===== src/design/fsei_params.svh =====
// Purpose: Constants for the flash status and error interrupt register bank
// Assumes: AXI4-Lite byte addresses are four times the register index
// Notes: Indices below are printed register indices
`ifndef FSEI_PARAMS_SVH
`define FSEI_PARAMS_SVH
`define FSEI_IDX_CONFIG 4'h4
`define FSEI_IDX_ERRCFG 4'h5
`define FSEI_IDX_STATUS 4'h6
`define FSEI_IDX_FAULT 4'h7
`define FSEI_CFG_COMMAND_COMPLETE_IRQ_ENABLE 7
`define FSEI_CFG_SUPSF 4
`define FSEI_ERR_DF 1
`define FSEI_ERR_SF 0
`define FSEI_ST_CC 7
`define FSEI_ST_AE 5
`define FSEI_ST_PV 4
`define FSEI_ST_BUSY 3
`define FSEI_ERRCFG_MASK 8'h03
`define FSEI_CONFIG_MASK 8'h90
`define FSEI_STATUS_RESET 8'h80
`define FSEI_RESP_OKAY 2'h0
`define FSEI_RESP_SLVERR 2'h2
`endif


===== src/design/fsei_pkg.sv =====
// Purpose: Types for the flash status and error interrupt register bank
// Assumes: Used with fsei_params.svh
// Notes: Bus slave state only
package fsei_pkg;
    typedef enum logic [0:0] {FSEI_IDLE, FSEI_RESP} fsei_phase_type;
endpackage


===== src/design/fsei_regs.sv =====
// Purpose: Flash status, error configuration and error flag registers on AXI4-Lite
// Assumes: Sequencer, ECC and protection logic outside give one-cycle event pulses
// Notes: Launch pulse is a request; sequencer answers with CMD_DONE
//
// The AXI4-Lite slave port is this design's own decision.
`timescale 1ns/100ps
`include "fsei_params.svh"
module fsei_regs
    import fsei_pkg::*;
(
    input wire logic CLK,
    input wire logic RST_B,
    input wire logic [5:0] S_AXI_AWADDR,
    input wire logic [2:0] S_AXI_AWPROT,
    input wire logic S_AXI_AWVALID,
    output logic S_AXI_AWREADY,
    input wire logic [31:0] S_AXI_WDATA,
    input wire logic [3:0] S_AXI_WSTRB,
    input wire logic S_AXI_WVALID,
    output logic S_AXI_WREADY,
    output logic [1:0] S_AXI_BRESP,
    output logic S_AXI_BVALID,
    input wire logic S_AXI_BREADY,
    input wire logic [5:0] S_AXI_ARADDR,
    input wire logic [2:0] S_AXI_ARPROT,
    input wire logic S_AXI_ARVALID,
    output logic S_AXI_ARREADY,
    output logic [31:0] S_AXI_RDATA,
    output logic [1:0] S_AXI_RRESP,
    output logic S_AXI_RVALID,
    input wire logic S_AXI_RREADY,
    input wire logic CMD_DONE,
    input wire logic CMD_BUSY,
    input wire logic SEQ_VIOLATION,
    input wire logic ILLEGAL_CMD,
    input wire logic PROT_VIOLATION,
    input wire logic DOUBLE_FAULT,
    input wire logic SINGLE_FAULT,
    input wire logic RESET_DBL_FAULT,
    input wire logic [1:0] COMPLETION_ERR,
    output logic CMD_LAUNCH,
    output logic SEQ_ALLOWED,
    output logic CC_IRQ,
    output logic DF_IRQ,
    output logic SF_IRQ
);
    typedef struct packed {
        fsei_phase_type wph;
        fsei_phase_type rph;
        logic aw_got;
        logic w_got;
        logic [3:0] aw_idx;
        logic [7:0] wdata;
        logic wlane;
        logic [1:0] bresp;
        logic [31:0] rdata;
        logic [1:0] rresp;
        logic [7:0] config_r;
        logic [7:0] errcfg;
        logic cc;
        logic launch;
        logic [1:0] cstat;
        logic rst_done;
    } fsei_state_type;

    fsei_state_type st_r, st_nxt;
    logic ae_flag, pv_flag, df_flag, sf_flag;
    logic wr_fire;
    logic wr_ok;
    logic [7:0] wbyte;
    logic [7:0] status_view;
    logic [7:0] fault_view;
    logic [3:0] ar_idx;
    logic ae_set, pv_set;

    assign wr_fire = (st_r.wph == FSEI_IDLE) && st_r.aw_got && st_r.w_got;
    assign wr_ok = wr_fire && st_r.wlane;
    assign wbyte = st_r.wdata;
    assign ar_idx = S_AXI_ARADDR[5:2];
    assign ae_set = SEQ_VIOLATION | ILLEGAL_CMD;
    assign pv_set = PROT_VIOLATION;

    fsei_w1c u_ae (
        .CLK(CLK),
        .RST_B(RST_B),
        .set_in(ae_set),
        .clr_in(wr_ok && st_r.aw_idx == `FSEI_IDX_STATUS && wbyte[`FSEI_ST_AE]),
        .flag(ae_flag)
    );
    fsei_w1c u_pv (
        .CLK(CLK),
        .RST_B(RST_B),
        .set_in(pv_set),
        .clr_in(wr_ok && st_r.aw_idx == `FSEI_IDX_STATUS && wbyte[`FSEI_ST_PV]),
        .flag(pv_flag)
    );
    fsei_w1c u_df (
        .CLK(CLK),
        .RST_B(RST_B),
        .set_in(DOUBLE_FAULT),
        .clr_in(wr_ok && st_r.aw_idx == `FSEI_IDX_FAULT && wbyte[`FSEI_ERR_DF]),
        .flag(df_flag)
    );
    fsei_w1c u_sf (
        .CLK(CLK),
        .RST_B(RST_B),
        .set_in(SINGLE_FAULT && !st_r.config_r[`FSEI_CFG_SUPSF]),
        .clr_in(wr_ok && st_r.aw_idx == `FSEI_IDX_FAULT && wbyte[`FSEI_ERR_SF]),
        .flag(sf_flag)
    );

    // Bit 2 and unassigned bits are constant zero
    always_comb begin
        status_view = 8'h00;
        status_view[`FSEI_ST_CC] = st_r.cc;
        status_view[`FSEI_ST_AE] = ae_flag;
        status_view[`FSEI_ST_PV] = pv_flag;
        status_view[`FSEI_ST_BUSY] = CMD_BUSY && !st_r.cc;
        status_view[1:0] = st_r.cstat;
    end

    always_comb begin
        fault_view = 8'h00;
        fault_view[`FSEI_ERR_DF] = df_flag;
        fault_view[`FSEI_ERR_SF] = sf_flag;
    end

    always_comb begin
        st_nxt = st_r;
        st_nxt.launch = 1'b0;
        // Write channels, either order
        if (S_AXI_AWVALID && S_AXI_AWREADY) begin
            st_nxt.aw_got = 1'b1;
            st_nxt.aw_idx = S_AXI_AWADDR[5:2];
        end
        if (S_AXI_WVALID && S_AXI_WREADY) begin
            st_nxt.w_got = 1'b1;
            st_nxt.wdata = S_AXI_WDATA[7:0];
            st_nxt.wlane = S_AXI_WSTRB[0];
        end
        if (wr_fire) begin
            st_nxt.wph = FSEI_RESP;
            st_nxt.aw_got = 1'b0;
            st_nxt.w_got = 1'b0;
            st_nxt.bresp = `FSEI_RESP_OKAY;
            if (st_r.aw_idx == `FSEI_IDX_CONFIG) begin
                if (st_r.wlane) begin
                    st_nxt.config_r = wbyte & `FSEI_CONFIG_MASK;
                end
            end else if (st_r.aw_idx == `FSEI_IDX_ERRCFG) begin
                if (st_r.wlane) begin
                    st_nxt.errcfg = wbyte & `FSEI_ERRCFG_MASK;
                end
            end else if (st_r.aw_idx == `FSEI_IDX_STATUS) begin
                // Launch refused while either error flag stands
                if (st_r.wlane && wbyte[`FSEI_ST_CC] && st_r.cc && !ae_flag && !pv_flag) begin
                    st_nxt.cc = 1'b0;
                    st_nxt.launch = 1'b1;
                    st_nxt.cstat = 2'h0;
                end
            end else if (st_r.aw_idx == `FSEI_IDX_FAULT) begin
                st_nxt.bresp = `FSEI_RESP_OKAY;
            end else begin
                st_nxt.bresp = `FSEI_RESP_SLVERR;
            end
        end
        if (st_r.wph == FSEI_RESP && S_AXI_BREADY) begin
            st_nxt.wph = FSEI_IDLE;
        end
        // Completion or violation ends the command
        if (!st_r.cc && (CMD_DONE || ae_set || pv_set)) begin
            st_nxt.cc = 1'b1;
            st_nxt.cstat = COMPLETION_ERR;
        end
        // Reset-time fault leaves error status in place of nominal value
        if (!st_r.rst_done) begin
            st_nxt.rst_done = 1'b1;
            st_nxt.cstat = RESET_DBL_FAULT ? (COMPLETION_ERR | 2'h2) : COMPLETION_ERR;
        end
        // Read channel
        if (st_r.rph == FSEI_IDLE && S_AXI_ARVALID) begin
            st_nxt.rph = FSEI_RESP;
            st_nxt.rresp = `FSEI_RESP_OKAY;
            st_nxt.rdata = 32'h0000_0000;
            if (ar_idx == `FSEI_IDX_CONFIG) begin
                st_nxt.rdata[7:0] = st_r.config_r;
            end else if (ar_idx == `FSEI_IDX_ERRCFG) begin
                st_nxt.rdata[7:0] = st_r.errcfg;
            end else if (ar_idx == `FSEI_IDX_STATUS) begin
                st_nxt.rdata[7:0] = status_view;
            end else if (ar_idx == `FSEI_IDX_FAULT) begin
                st_nxt.rdata[7:0] = fault_view;
            end else begin
                st_nxt.rresp = `FSEI_RESP_SLVERR;
            end
        end else if (st_r.rph == FSEI_RESP && S_AXI_RREADY) begin
            st_nxt.rph = FSEI_IDLE;
        end
    end

    always_ff @(posedge CLK or negedge RST_B) begin
        if (!RST_B) begin
            st_r <= '0;
            st_r.cc <= 1'b1;
        end else begin
            st_r <= st_nxt;
        end
    end

    assign S_AXI_AWREADY = (st_r.wph == FSEI_IDLE) && !st_r.aw_got;
    assign S_AXI_WREADY = (st_r.wph == FSEI_IDLE) && !st_r.w_got;
    assign S_AXI_BVALID = (st_r.wph == FSEI_RESP);
    assign S_AXI_BRESP = st_r.bresp;
    assign S_AXI_ARREADY = (st_r.rph == FSEI_IDLE);
    assign S_AXI_RVALID = (st_r.rph == FSEI_RESP);
    assign S_AXI_RDATA = st_r.rdata;
    assign S_AXI_RRESP = st_r.rresp;
    assign CMD_LAUNCH = st_r.launch;
    assign SEQ_ALLOWED = !pv_flag;
    assign CC_IRQ = st_r.cc && st_r.config_r[`FSEI_CFG_COMMAND_COMPLETE_IRQ_ENABLE];
    assign DF_IRQ = df_flag && st_r.errcfg[`FSEI_ERR_DF];
    assign SF_IRQ = sf_flag && st_r.errcfg[`FSEI_ERR_SF];

    a_launch_blocked: assert property (@(posedge CLK) disable iff (!RST_B)
        (ae_flag || pv_flag) |=> !CMD_LAUNCH) else $error("launch while error flag set");
    a_launch_clears: assert property (@(posedge CLK) disable iff (!RST_B)
        CMD_LAUNCH |-> !st_r.cc) else $error("launch without clearing complete");
    a_df_irq_level: assert property (@(posedge CLK) disable iff (!RST_B)
        DOUBLE_FAULT && st_r.errcfg[`FSEI_ERR_DF] && !wr_fire |=> DF_IRQ)
        else $error("double fault irq missing");
    a_sf_irq_level: assert property (@(posedge CLK) disable iff (!RST_B)
        SINGLE_FAULT && !st_r.config_r[`FSEI_CFG_SUPSF] && st_r.errcfg[`FSEI_ERR_SF] && !wr_fire |=> SF_IRQ)
        else $error("single fault irq missing");
    a_cc_irq_level: assert property (@(posedge CLK) disable iff (!RST_B)
        $rose(CC_IRQ) |-> st_r.cc) else $error("complete irq without flag");
    a_ae_sets: assert property (@(posedge CLK) disable iff (!RST_B)
        ae_set |=> ae_flag) else $error("access error not set");
    a_pv_sets: assert property (@(posedge CLK) disable iff (!RST_B)
        pv_set |=> pv_flag ##0 !SEQ_ALLOWED) else $error("protection flag not set");
    a_ae_sticky: assert property (@(posedge CLK) disable iff (!RST_B)
        ae_flag && !(wr_ok && st_r.aw_idx == `FSEI_IDX_STATUS && wbyte[`FSEI_ST_AE]) |=> ae_flag)
        else $error("access error lost");
    a_pv_sticky: assert property (@(posedge CLK) disable iff (!RST_B)
        pv_flag && !(wr_ok && st_r.aw_idx == `FSEI_IDX_STATUS && wbyte[`FSEI_ST_PV]) |=> pv_flag)
        else $error("violation lost");
    a_cc_stays: assert property (@(posedge CLK) disable iff (!RST_B)
        !st_r.cc && !CMD_DONE && !ae_set && !pv_set |=> !st_r.cc) else $error("complete rose early");
    a_busy_view: assert property (@(posedge CLK) disable iff (!RST_B)
        status_view[`FSEI_ST_BUSY] |-> !status_view[`FSEI_ST_CC] && status_view[2] == 1'b0)
        else $error("busy view wrong");
    c_launch: cover property (@(posedge CLK) disable iff (!RST_B) CMD_LAUNCH ##[1:20] st_r.cc);
    c_blocked: cover property (@(posedge CLK) disable iff (!RST_B) wr_fire && ae_flag);
    c_df_irq: cover property (@(posedge CLK) disable iff (!RST_B) $rose(DF_IRQ));
    c_sf_hidden: cover property (@(posedge CLK) disable iff (!RST_B) SINGLE_FAULT && st_r.config_r[`FSEI_CFG_SUPSF]);
    c_reset_fault: cover property (@(posedge CLK) disable iff (!RST_B) !st_r.rst_done && RESET_DBL_FAULT);

    // Register and flag checks
    a_errcfg_write: assert property (@(posedge CLK) disable iff (!RST_B)
        wr_ok && st_r.aw_idx == `FSEI_IDX_ERRCFG |=> st_r.errcfg == ($past(wbyte) & `FSEI_ERRCFG_MASK))
        else $error("error config write lost");
    a_errcfg_hold: assert property (@(posedge CLK) disable iff (!RST_B)
        !(wr_ok && st_r.aw_idx == `FSEI_IDX_ERRCFG) |=> $stable(st_r.errcfg))
        else $error("error config changed without write");
    a_cfg_write: assert property (@(posedge CLK) disable iff (!RST_B)
        wr_ok && st_r.aw_idx == `FSEI_IDX_CONFIG |=> st_r.config_r == ($past(wbyte) & `FSEI_CONFIG_MASK))
        else $error("config write lost");
    a_launch_on_write: assert property (@(posedge CLK) disable iff (!RST_B)
        wr_ok && st_r.aw_idx == `FSEI_IDX_STATUS && wbyte[`FSEI_ST_CC] && st_r.cc && !ae_flag && !pv_flag
        |=> CMD_LAUNCH && !st_r.cc)
        else $error("launch write not taken");
    a_launch_pulse: assert property (@(posedge CLK) disable iff (!RST_B)
        CMD_LAUNCH |=> !CMD_LAUNCH)
        else $error("launch longer than one cycle");
    a_refused_keeps_cc: assert property (@(posedge CLK) disable iff (!RST_B)
        wr_fire && st_r.cc && (ae_flag || pv_flag) |=> st_r.cc)
        else $error("complete flag cleared while blocked");
    a_cc_rises: assert property (@(posedge CLK) disable iff (!RST_B)
        !st_r.cc && CMD_DONE |=> st_r.cc)
        else $error("complete flag not set at done");
    a_cstat_done: assert property (@(posedge CLK) disable iff (!RST_B)
        !st_r.cc && CMD_DONE && st_r.rst_done |=> st_r.cstat == $past(COMPLETION_ERR))
        else $error("completion status not captured");
    a_cstat_ro: assert property (@(posedge CLK) disable iff (!RST_B)
        st_r.rst_done && !(!st_r.cc && (CMD_DONE || ae_set || pv_set)) |=> CMD_LAUNCH || $stable(st_r.cstat))
        else $error("completion status changed by write");
    a_rst_fault: assert property (@(posedge CLK) disable iff (!RST_B)
        !st_r.rst_done && RESET_DBL_FAULT |=> st_r.cstat != 2'h0)
        else $error("reset fault not reported");
    a_busy_idle: assert property (@(posedge CLK) disable iff (!RST_B)
        st_r.cc |-> !status_view[`FSEI_ST_BUSY])
        else $error("busy while complete");
    a_busy_active: assert property (@(posedge CLK) disable iff (!RST_B)
        !st_r.cc && CMD_BUSY |-> status_view[`FSEI_ST_BUSY])
        else $error("busy missing");
    a_df_sets: assert property (@(posedge CLK) disable iff (!RST_B)
        DOUBLE_FAULT |=> df_flag)
        else $error("double fault flag not set");
    a_df_sticky: assert property (@(posedge CLK) disable iff (!RST_B)
        df_flag && !(wr_ok && st_r.aw_idx == `FSEI_IDX_FAULT && wbyte[`FSEI_ERR_DF]) |=> df_flag)
        else $error("double fault flag lost");
    a_sf_sets: assert property (@(posedge CLK) disable iff (!RST_B)
        SINGLE_FAULT && !st_r.config_r[`FSEI_CFG_SUPSF] |=> sf_flag)
        else $error("single fault flag not set");
    a_sf_masked: assert property (@(posedge CLK) disable iff (!RST_B)
        !sf_flag && !(SINGLE_FAULT && !st_r.config_r[`FSEI_CFG_SUPSF]) |=> !sf_flag)
        else $error("single fault flag set while suppressed");
    a_sf_sticky: assert property (@(posedge CLK) disable iff (!RST_B)
        sf_flag && !(wr_ok && st_r.aw_idx == `FSEI_IDX_FAULT && wbyte[`FSEI_ERR_SF]) |=> sf_flag)
        else $error("single fault flag lost");
    a_df_irq_drop: assert property (@(posedge CLK) disable iff (!RST_B)
        wr_ok && st_r.aw_idx == `FSEI_IDX_FAULT && wbyte[`FSEI_ERR_DF] && !DOUBLE_FAULT |=> !DF_IRQ)
        else $error("double fault irq stays after clear");
    a_sf_irq_drop: assert property (@(posedge CLK) disable iff (!RST_B)
        wr_ok && st_r.aw_idx == `FSEI_IDX_FAULT && wbyte[`FSEI_ERR_SF] && !SINGLE_FAULT |=> !SF_IRQ)
        else $error("single fault irq stays after clear");

    // Bus checks: answers stand until taken, one transfer each way
    a_bvalid_after: assert property (@(posedge CLK) disable iff (!RST_B)
        wr_fire |=> S_AXI_BVALID)
        else $error("write response missing");
    a_bvalid_hold: assert property (@(posedge CLK) disable iff (!RST_B)
        S_AXI_BVALID && !S_AXI_BREADY |=> S_AXI_BVALID && $stable(S_AXI_BRESP))
        else $error("write response dropped");
    a_one_write: assert property (@(posedge CLK) disable iff (!RST_B)
        S_AXI_BVALID |-> !S_AXI_AWREADY && !S_AXI_WREADY)
        else $error("write taken during response");
    a_unmapped_write: assert property (@(posedge CLK) disable iff (!RST_B)
        wr_fire && (st_r.aw_idx < `FSEI_IDX_CONFIG || st_r.aw_idx > `FSEI_IDX_FAULT) |=> S_AXI_BRESP == `FSEI_RESP_SLVERR)
        else $error("unmapped write not refused");
    a_rvalid_after: assert property (@(posedge CLK) disable iff (!RST_B)
        S_AXI_ARVALID && S_AXI_ARREADY |=> S_AXI_RVALID)
        else $error("read response missing");
    a_rvalid_hold: assert property (@(posedge CLK) disable iff (!RST_B)
        S_AXI_RVALID && !S_AXI_RREADY |=> S_AXI_RVALID && $stable(S_AXI_RDATA))
        else $error("read response dropped");
    a_one_read: assert property (@(posedge CLK) disable iff (!RST_B)
        S_AXI_RVALID |-> !S_AXI_ARREADY)
        else $error("read taken during response");
    a_rresp_unmapped: assert property (@(posedge CLK) disable iff (!RST_B)
        S_AXI_ARVALID && S_AXI_ARREADY && (ar_idx < `FSEI_IDX_CONFIG || ar_idx > `FSEI_IDX_FAULT) |=> S_AXI_RRESP == `FSEI_RESP_SLVERR)
        else $error("unmapped read not refused");
    a_status_read: assert property (@(posedge CLK) disable iff (!RST_B)
        S_AXI_ARVALID && S_AXI_ARREADY && ar_idx == `FSEI_IDX_STATUS |=> S_AXI_RDATA[7:0] == $past(status_view))
        else $error("status read wrong");
    a_upper_zero: assert property (@(posedge CLK) disable iff (!RST_B)
        S_AXI_RVALID |-> S_AXI_RDATA[31:8] == 24'h0000_00)
        else $error("upper read bits not zero");
endmodule


===== src/design/fsei_w1c.sv =====
// Purpose: One sticky flag, hardware set, write-one clear
// Assumes: Set wins over a clear in the same cycle
// Notes: Used for every error flag of the bank
`timescale 1ns/100ps
module fsei_w1c
    import fsei_pkg::*;
(
    input wire logic CLK,
    input wire logic RST_B,
    input wire logic set_in,
    input wire logic clr_in,
    output logic flag
);
    typedef struct packed {logic f;} fsei_w1c_type;
    fsei_w1c_type st_r, st_nxt;
    always_comb begin
        st_nxt = st_r;
        if (set_in) begin
            st_nxt.f = 1'b1;
        end else if (clr_in) begin
            st_nxt.f = 1'b0;
        end
    end
    always_ff @(posedge CLK or negedge RST_B) begin
        if (!RST_B) begin
            st_r <= '0;
        end else begin
            st_r <= st_nxt;
        end
    end
    assign flag = st_r.f;
endmodule


===== config.mk =====
export PLATFORM = sky130hd
export DESIGN_NAME = fsei_regs
export DESIGN_NICKNAME = d
export VERILOG_FILES = /design/src/design/fsei_pkg.sv /design/src/design/fsei_regs.sv /design/src/design/fsei_w1c.sv
export VERILOG_INCLUDE_DIRS = /design/src /design/src/design
export SDC_FILE = /design/constraint.sdc
export NUM_CORES = 1
export LEC_CHECK = 0
export BUFFER_PORTS_ARGS = -buffer_cell sky130_fd_sc_hd__buf_2
export CORE_MARGIN = 3
export CORE_UTILIZATION = 45
export CTS_CLUSTER_DIAMETER = 150
export DETAILED_ROUTE_END_ITERATION = 12
export PLACE_DENSITY = 0.84
export SKIP_LAST_GASP = 1
export SLEW_MARGIN = 5
export SYNTH_ARGS = -nofsm -noshare
export SYNTH_HDL_FRONTEND = slang
export SYNTH_SLANG_ARGS = --single-unit

===== constraint.sdc =====
create_clock -name CLK -period 3.5 [get_ports CLK]
set_clock_uncertainty 0.05 [all_clocks]
set_input_delay 0.35 -clock CLK [delete_from_list [all_inputs] [get_ports CLK]]
set_output_delay 0.35 -clock CLK [all_outputs]
set_load 0.1 [all_outputs]

# Yosys cells after proc, flatten, opt, wreduce, memory -nomap -nowiden
# Index checks and enable logic that the tools add are counted.
# totals
wordCells,124
input_bits,71
regBits,42
output_inout_bits,46
# op_classes
reduce_logical,49
bitwise_logic,4
n_eq_ne,15
mux,36
# op_table
operator,count
$eq 4x3->1 const B,8
$logic_and 1x1->1,26
$mux 2,12
$mux 8,3
$reduce_bool 2->1,11
$mux 4,5
$mux 1,15
$reduce_and 5->1,2
$ne 3x1->1 const B,3
$logic_not 1->1,6
$ne 3x2->1 const B,2
$ne 2x1->1 const B,2
$reduce_and 4->1,1
$mux 3,1
$not 1->1,3
$reduce_and 3->1,1
$logic_or 1x1->1,2
$or 1x1->1,1

# Longest topological paths before layout
# depth
word_depth,11
depth_mapped,4
depth_no_buf,3

# Hierarchy
# Synthesis repeated with hierarchy kept, for this count alone.
# unflattened
cells_unflattened,168
hier_area_um2,1859.3
# by_module_without_submodules
module,instances,cells_per_inst,area_each_um2
fsei_regs,1,156,1714.1
fsei_w1c,4,3,36.3

# Worst setup path after synthesis
# No wires, ideal clock.
# synth_path
kind,register to register
startpoint,reg st_r (netlist bit S_AXI_BVALID)
endpoint,reg st_r[57] (netlist bit)
slack_ns,0.284
period_less_slack_ns,3.216
setup_ns,0.125
t_arrival_ns,3.041
path_stages_with_launch,5
path_cell_list,dfrtp_1 > nor2_1 > and2_1 > clkbuf_1 > mux2_2
# synth_via
elab_chain_len,3
# synth_lines
item,line,text
"start, declared",fsei_regs.sv:66,"fsei_state_type st_r, st_nxt;"
"start signal, assigned",fsei_regs.sv:206,st_r <= st_nxt;
$not 1->1,fsei_regs.sv:211,assign S_AXI_WREADY = (st_r.wph == FSEI_IDLE) && !st_r.w_got;
$logic_and 1x1->1,fsei_regs.sv:211,
named net S_AXI_WREADY,fsei_regs.sv:20,"output logic S_AXI_WREADY,"
$logic_and 1x1->1,fsei_regs.sv:136,if (S_AXI_WVALID && S_AXI_WREADY) begin
# The timed path passes the listed nets, and every way through them passes these cells.
# A chain may end at the register's enable or synchronous reset.

# Worst setup path in the final report
# layout_path
startpoint,reg st_r[4] (netlist bit)
endpoint,out CC_IRQ
# layout_via
elab_chain_len,1
# layout_lines
item,line,text
$logic_and 1x1->1,fsei_regs.sv:220,assign CC_IRQ = st_r.cc && st_r.config_r[`FSEI_CFG_COMMAND_COMPLETE_IRQ_ENABLE];
"end, declared",fsei_regs.sv:43,"output logic CC_IRQ,"
# Every way passes these cells.

==> impl_metrics.env <==
export IMPL_hold_viol_final=0
export IMPL_antenna_cells=0
export IMPL_grt_pass1_vias=1203
export IMPL_design_core_area_mm2=0.00377
export IMPL_synth_seq_area_share=0.481
export IMPL_worst_pin_slew_ns=0.750
export IMPL_yosys_cell_count_top_type="buf_4"
export IMPL_synth_mux_area_frac=0.114
export IMPL_synth_top_flop_cell="dfrtp_1"
export IMPL_ff_latch_area_um2=877
export IMPL_fin_crit_sh=0.531
export IMPL_setup_viol=0
export IMPL_crit_fanout=8
export IMPL_cap_violations=0
export IMPL_ctsLongestPathBuffers=2
export IMPL_rsz0062_at_grt="no"
export IMPL_clkSlewWorstSetupHoldPaths_ns=0.06
export IMPL_initial_core_util=0.484
export IMPL_netlist_area_mm2=0.00182
export IMPL_vias=1214
export IMPL_grt_max_degree=36
export IMPL_synth_top_family_by_area="buffers and inverters"
export IMPL_clk_latency_ns=0.29
export IMPL_yosys_area_share_simple=0.119
export IMPL_io_pins=117
export IMPL_ctsResizeCount=0
export IMPL_synth_common_cells="buf_4 (36), dfrtp_1 (34), mux2_2 (14)"
export IMPL_place_ws_ns=1.88
export IMPL_ys_warn_count=0
export IMPL_place_gp_congestion=0.703
export IMPL_hold_path_class="in -> async"
export IMPL_synth_avg_cell_area_um2=10.9
export IMPL_viasPerCell=4.71
export IMPL_cp_start_kind="flop"
export IMPL_netSwitchingFraction=0.504
export IMPL_report_final_slew_viol_count=0
export IMPL_multiInputGateArea_um2=722
export IMPL_synthCells=167
export IMPL_overflow=0
export IMPL_antenna_found_initial=0
export IMPL_die_width_um=69.7
export IMPL_hold_buffers=0
export IMPL_cts_tree="yes"
export IMPL_crit_slowest_cell="dfstp_2"
export IMPL_cts_setup_buffers=0
export IMPL_wire_per_inst_um=12.6
export IMPL_status="complete, no violations"
export IMPL_critical_path_arrival_ns=1.46
export IMPL_dp_final_hpwl_um=2550
export IMPL_synth_compound_area_frac=0.103
export IMPL_h_tree_depth=2
export IMPL_final_setup_worst_slack_ns=1.64
export IMPL_ys_seq_elements=35
export IMPL_p_leak_nw=1.05
export IMPL_yosys_area_share_adder=0
export IMPL_clock_sinks=35
export IMPL_first_pass_iters=4
export IMPL_grt_usage=0.145
export IMPL_cts_buffers=5
export IMPL_worstPathCellList="and2_1, buf_2"
export IMPL_clockRootBuffer="clkbuf_8"
export IMPL_synth_xor_area_frac=0
export IMPL_synth_edf_count=0
export IMPL_tns_ns=0
export IMPL_pwr_share_comb=0.480
export IMPL_grt_pass1_wl_um=5570
export IMPL_cp_end_kind="output pin"
export IMPL_dieArea_mm2=0.00485
export IMPL_synthTopCellsByArea="dfrtp_1 (47%), buf_4 (15%), mux2_2 (8.6%)"
export IMPL_switchingPower_mw=0.865
export IMPL_peakVddDrop_mv=0.728
export IMPL_critPathRequiredTime_ns=3.10
export IMPL_drtIter0Drc=18
export IMPL_fmax_mhz=538
export IMPL_synth_cell_types=39
export IMPL_max_slew_margin=0.495
export IMPL_worst_path_buf_inv=1
export IMPL_route_antenna_remaining_nets=0
export IMPL_cp_top_family="flip-flops"
export IMPL_synth_largest_area_cell="dfrtp_1"
export IMPL_async_flop_share=1.00
export IMPL_p_clk_frac=0.160
export IMPL_area_growth_pct=10.8
export IMPL_p_per_area_mw_per_mm2=849
export IMPL_fin_nets=280
export IMPL_intPower_mw=0.852
export IMPL_synth_top_area_share=0.466
export IMPL_drc=0
export IMPL_placementRows=22
export IMPL_p_seq_frac=0.360
export IMPL_cpPeakStageDelay_ns=0.60
export IMPL_fin_crit_ns=1.86
export IMPL_drive_above_1_share=0.352
export IMPL_wirelength_um=3250
export IMPL_die_h_um=69.7
export IMPL_portBuffers=48
export IMPL_worstSetupPathType="reg -> out"
export IMPL_fillers=351
## cell type report
| type | instances | area share |
|---|---|---|
| inverters | 11 | 0.0204 |
| flip-flops and latches | 35 | 0.434 |
| clock inverters | 1 | 0.00248 |
| well taps | 48 | 0.0297 |
| clock buffers | 7 | 0.0377 |
| repair buffers | 48 | 0.119 |
| multi-input cells | 108 | 0.357 |
## worst paths after layout
check	startpoint	to	slack, ns	cells after the start
max in group asynchronous	RST_B	CMD_LAUNCH	2.84	1
max	st_r[4]	CC_IRQ	1.64	2
min	RST_B	st_r[57]	0.08	1
min in group CLK	S_AXI_BREADY	S_AXI_BVALID	0.19	2
max reg2reg	S_AXI_BVALID	st_r[20]	1.89	3
min reg2reg	wbyte[1]	u_df.flag	0.41	1
## metrics by stage
step | instance area [um2] | utilization | power (mW) | hold WS, ns | cells
final | 2020 | 0.536 | 1.72 | 0.0805 | 258
after global routing | 2020 | 0.536 | 1.81 | 0.129 | 258
after global placement | 1940 | 0.515 | 1.44 | 0.401 | 250
after detailed placement | 1940 | 0.515 | 1.46 | 0.413 | 250
after floorplan | 1930 | - | 1.36 | 0.00441 | 194
after CTS | 2020 | 0.536 | 1.74 | 0.0949 | 258
## cells in the final DEF (no fill, tap or decap), types with 2 or more instances in the layout
master and n:
buf_2 48, a31oi_1 2, o21ai_0 7, conb_1 29
nand2b_1 2, nor2b_1 2, clkbuf_8 5, a22o_1 4
and2_0 2, dfrtp_1 34, clkbuf_1 2, nand2_1 3
nor4_1 2, nand4_1 2, mux2_2 14, a21oi_1 4
o211ai_1 2, inv_1 11, mux2_4 2, nor2_1 7
and2_1 4, mux2i_1 2, nor3_1 2
## power groups by stage
| stage | combinational [mW] | sequential (mW) | clock [mW] |
|---|---|---|---|
| global placement | 0.817 | 0.619 | 0 |
| global route | 0.867 | 0.640 | 0.305 |
| CTS | 0.830 | 0.619 | 0.289 |
| detailed placement | 0.830 | 0.626 | 0 |
| finish | 0.823 | 0.618 | 0.275 |
| floorplan | 0.715 | 0.649 | 0 |
## state kept, by name, summed over array words and instances (netlist names)
register / flops
u_df.flag: 1
wbyte: 5
st_r: 15
S_AXI_RDATA: 6
u_ae.flag: 1
u_pv.flag: 1
S_AXI_BVALID: 1
S_AXI_BRESP: 1
S_AXI_RVALID: 1
u_sf.flag: 1
S_AXI_RRESP: 1
CMD_LAUNCH: 1
## layer usage
| metal | vias to the layer above | wire length (um) | global-route usage |
|---|---|---|---|
| met4 | 0 | 38 | 0.0489 |
| met1 | 559 | 1330 | 0.170 |
| met5 | - | 0 | 0 |
| li1 | 595 | - | - |
| met3 | 3 | 333 | 0.0609 |
| met2 | 57 | 1550 | 0.238 |
## kinds of logic (layout without fill, tap and decap cells)
family / after synthesis / count (layout)
and+or+nand+nor: 34 / 34
DFF: 35 / 35
other: 2 / 29
AOI/OAI and AO/OA: 27 / 27
buffers and inverters: 51 / 67
muxes: 18 / 18
(Power assumes the default switching activity.)
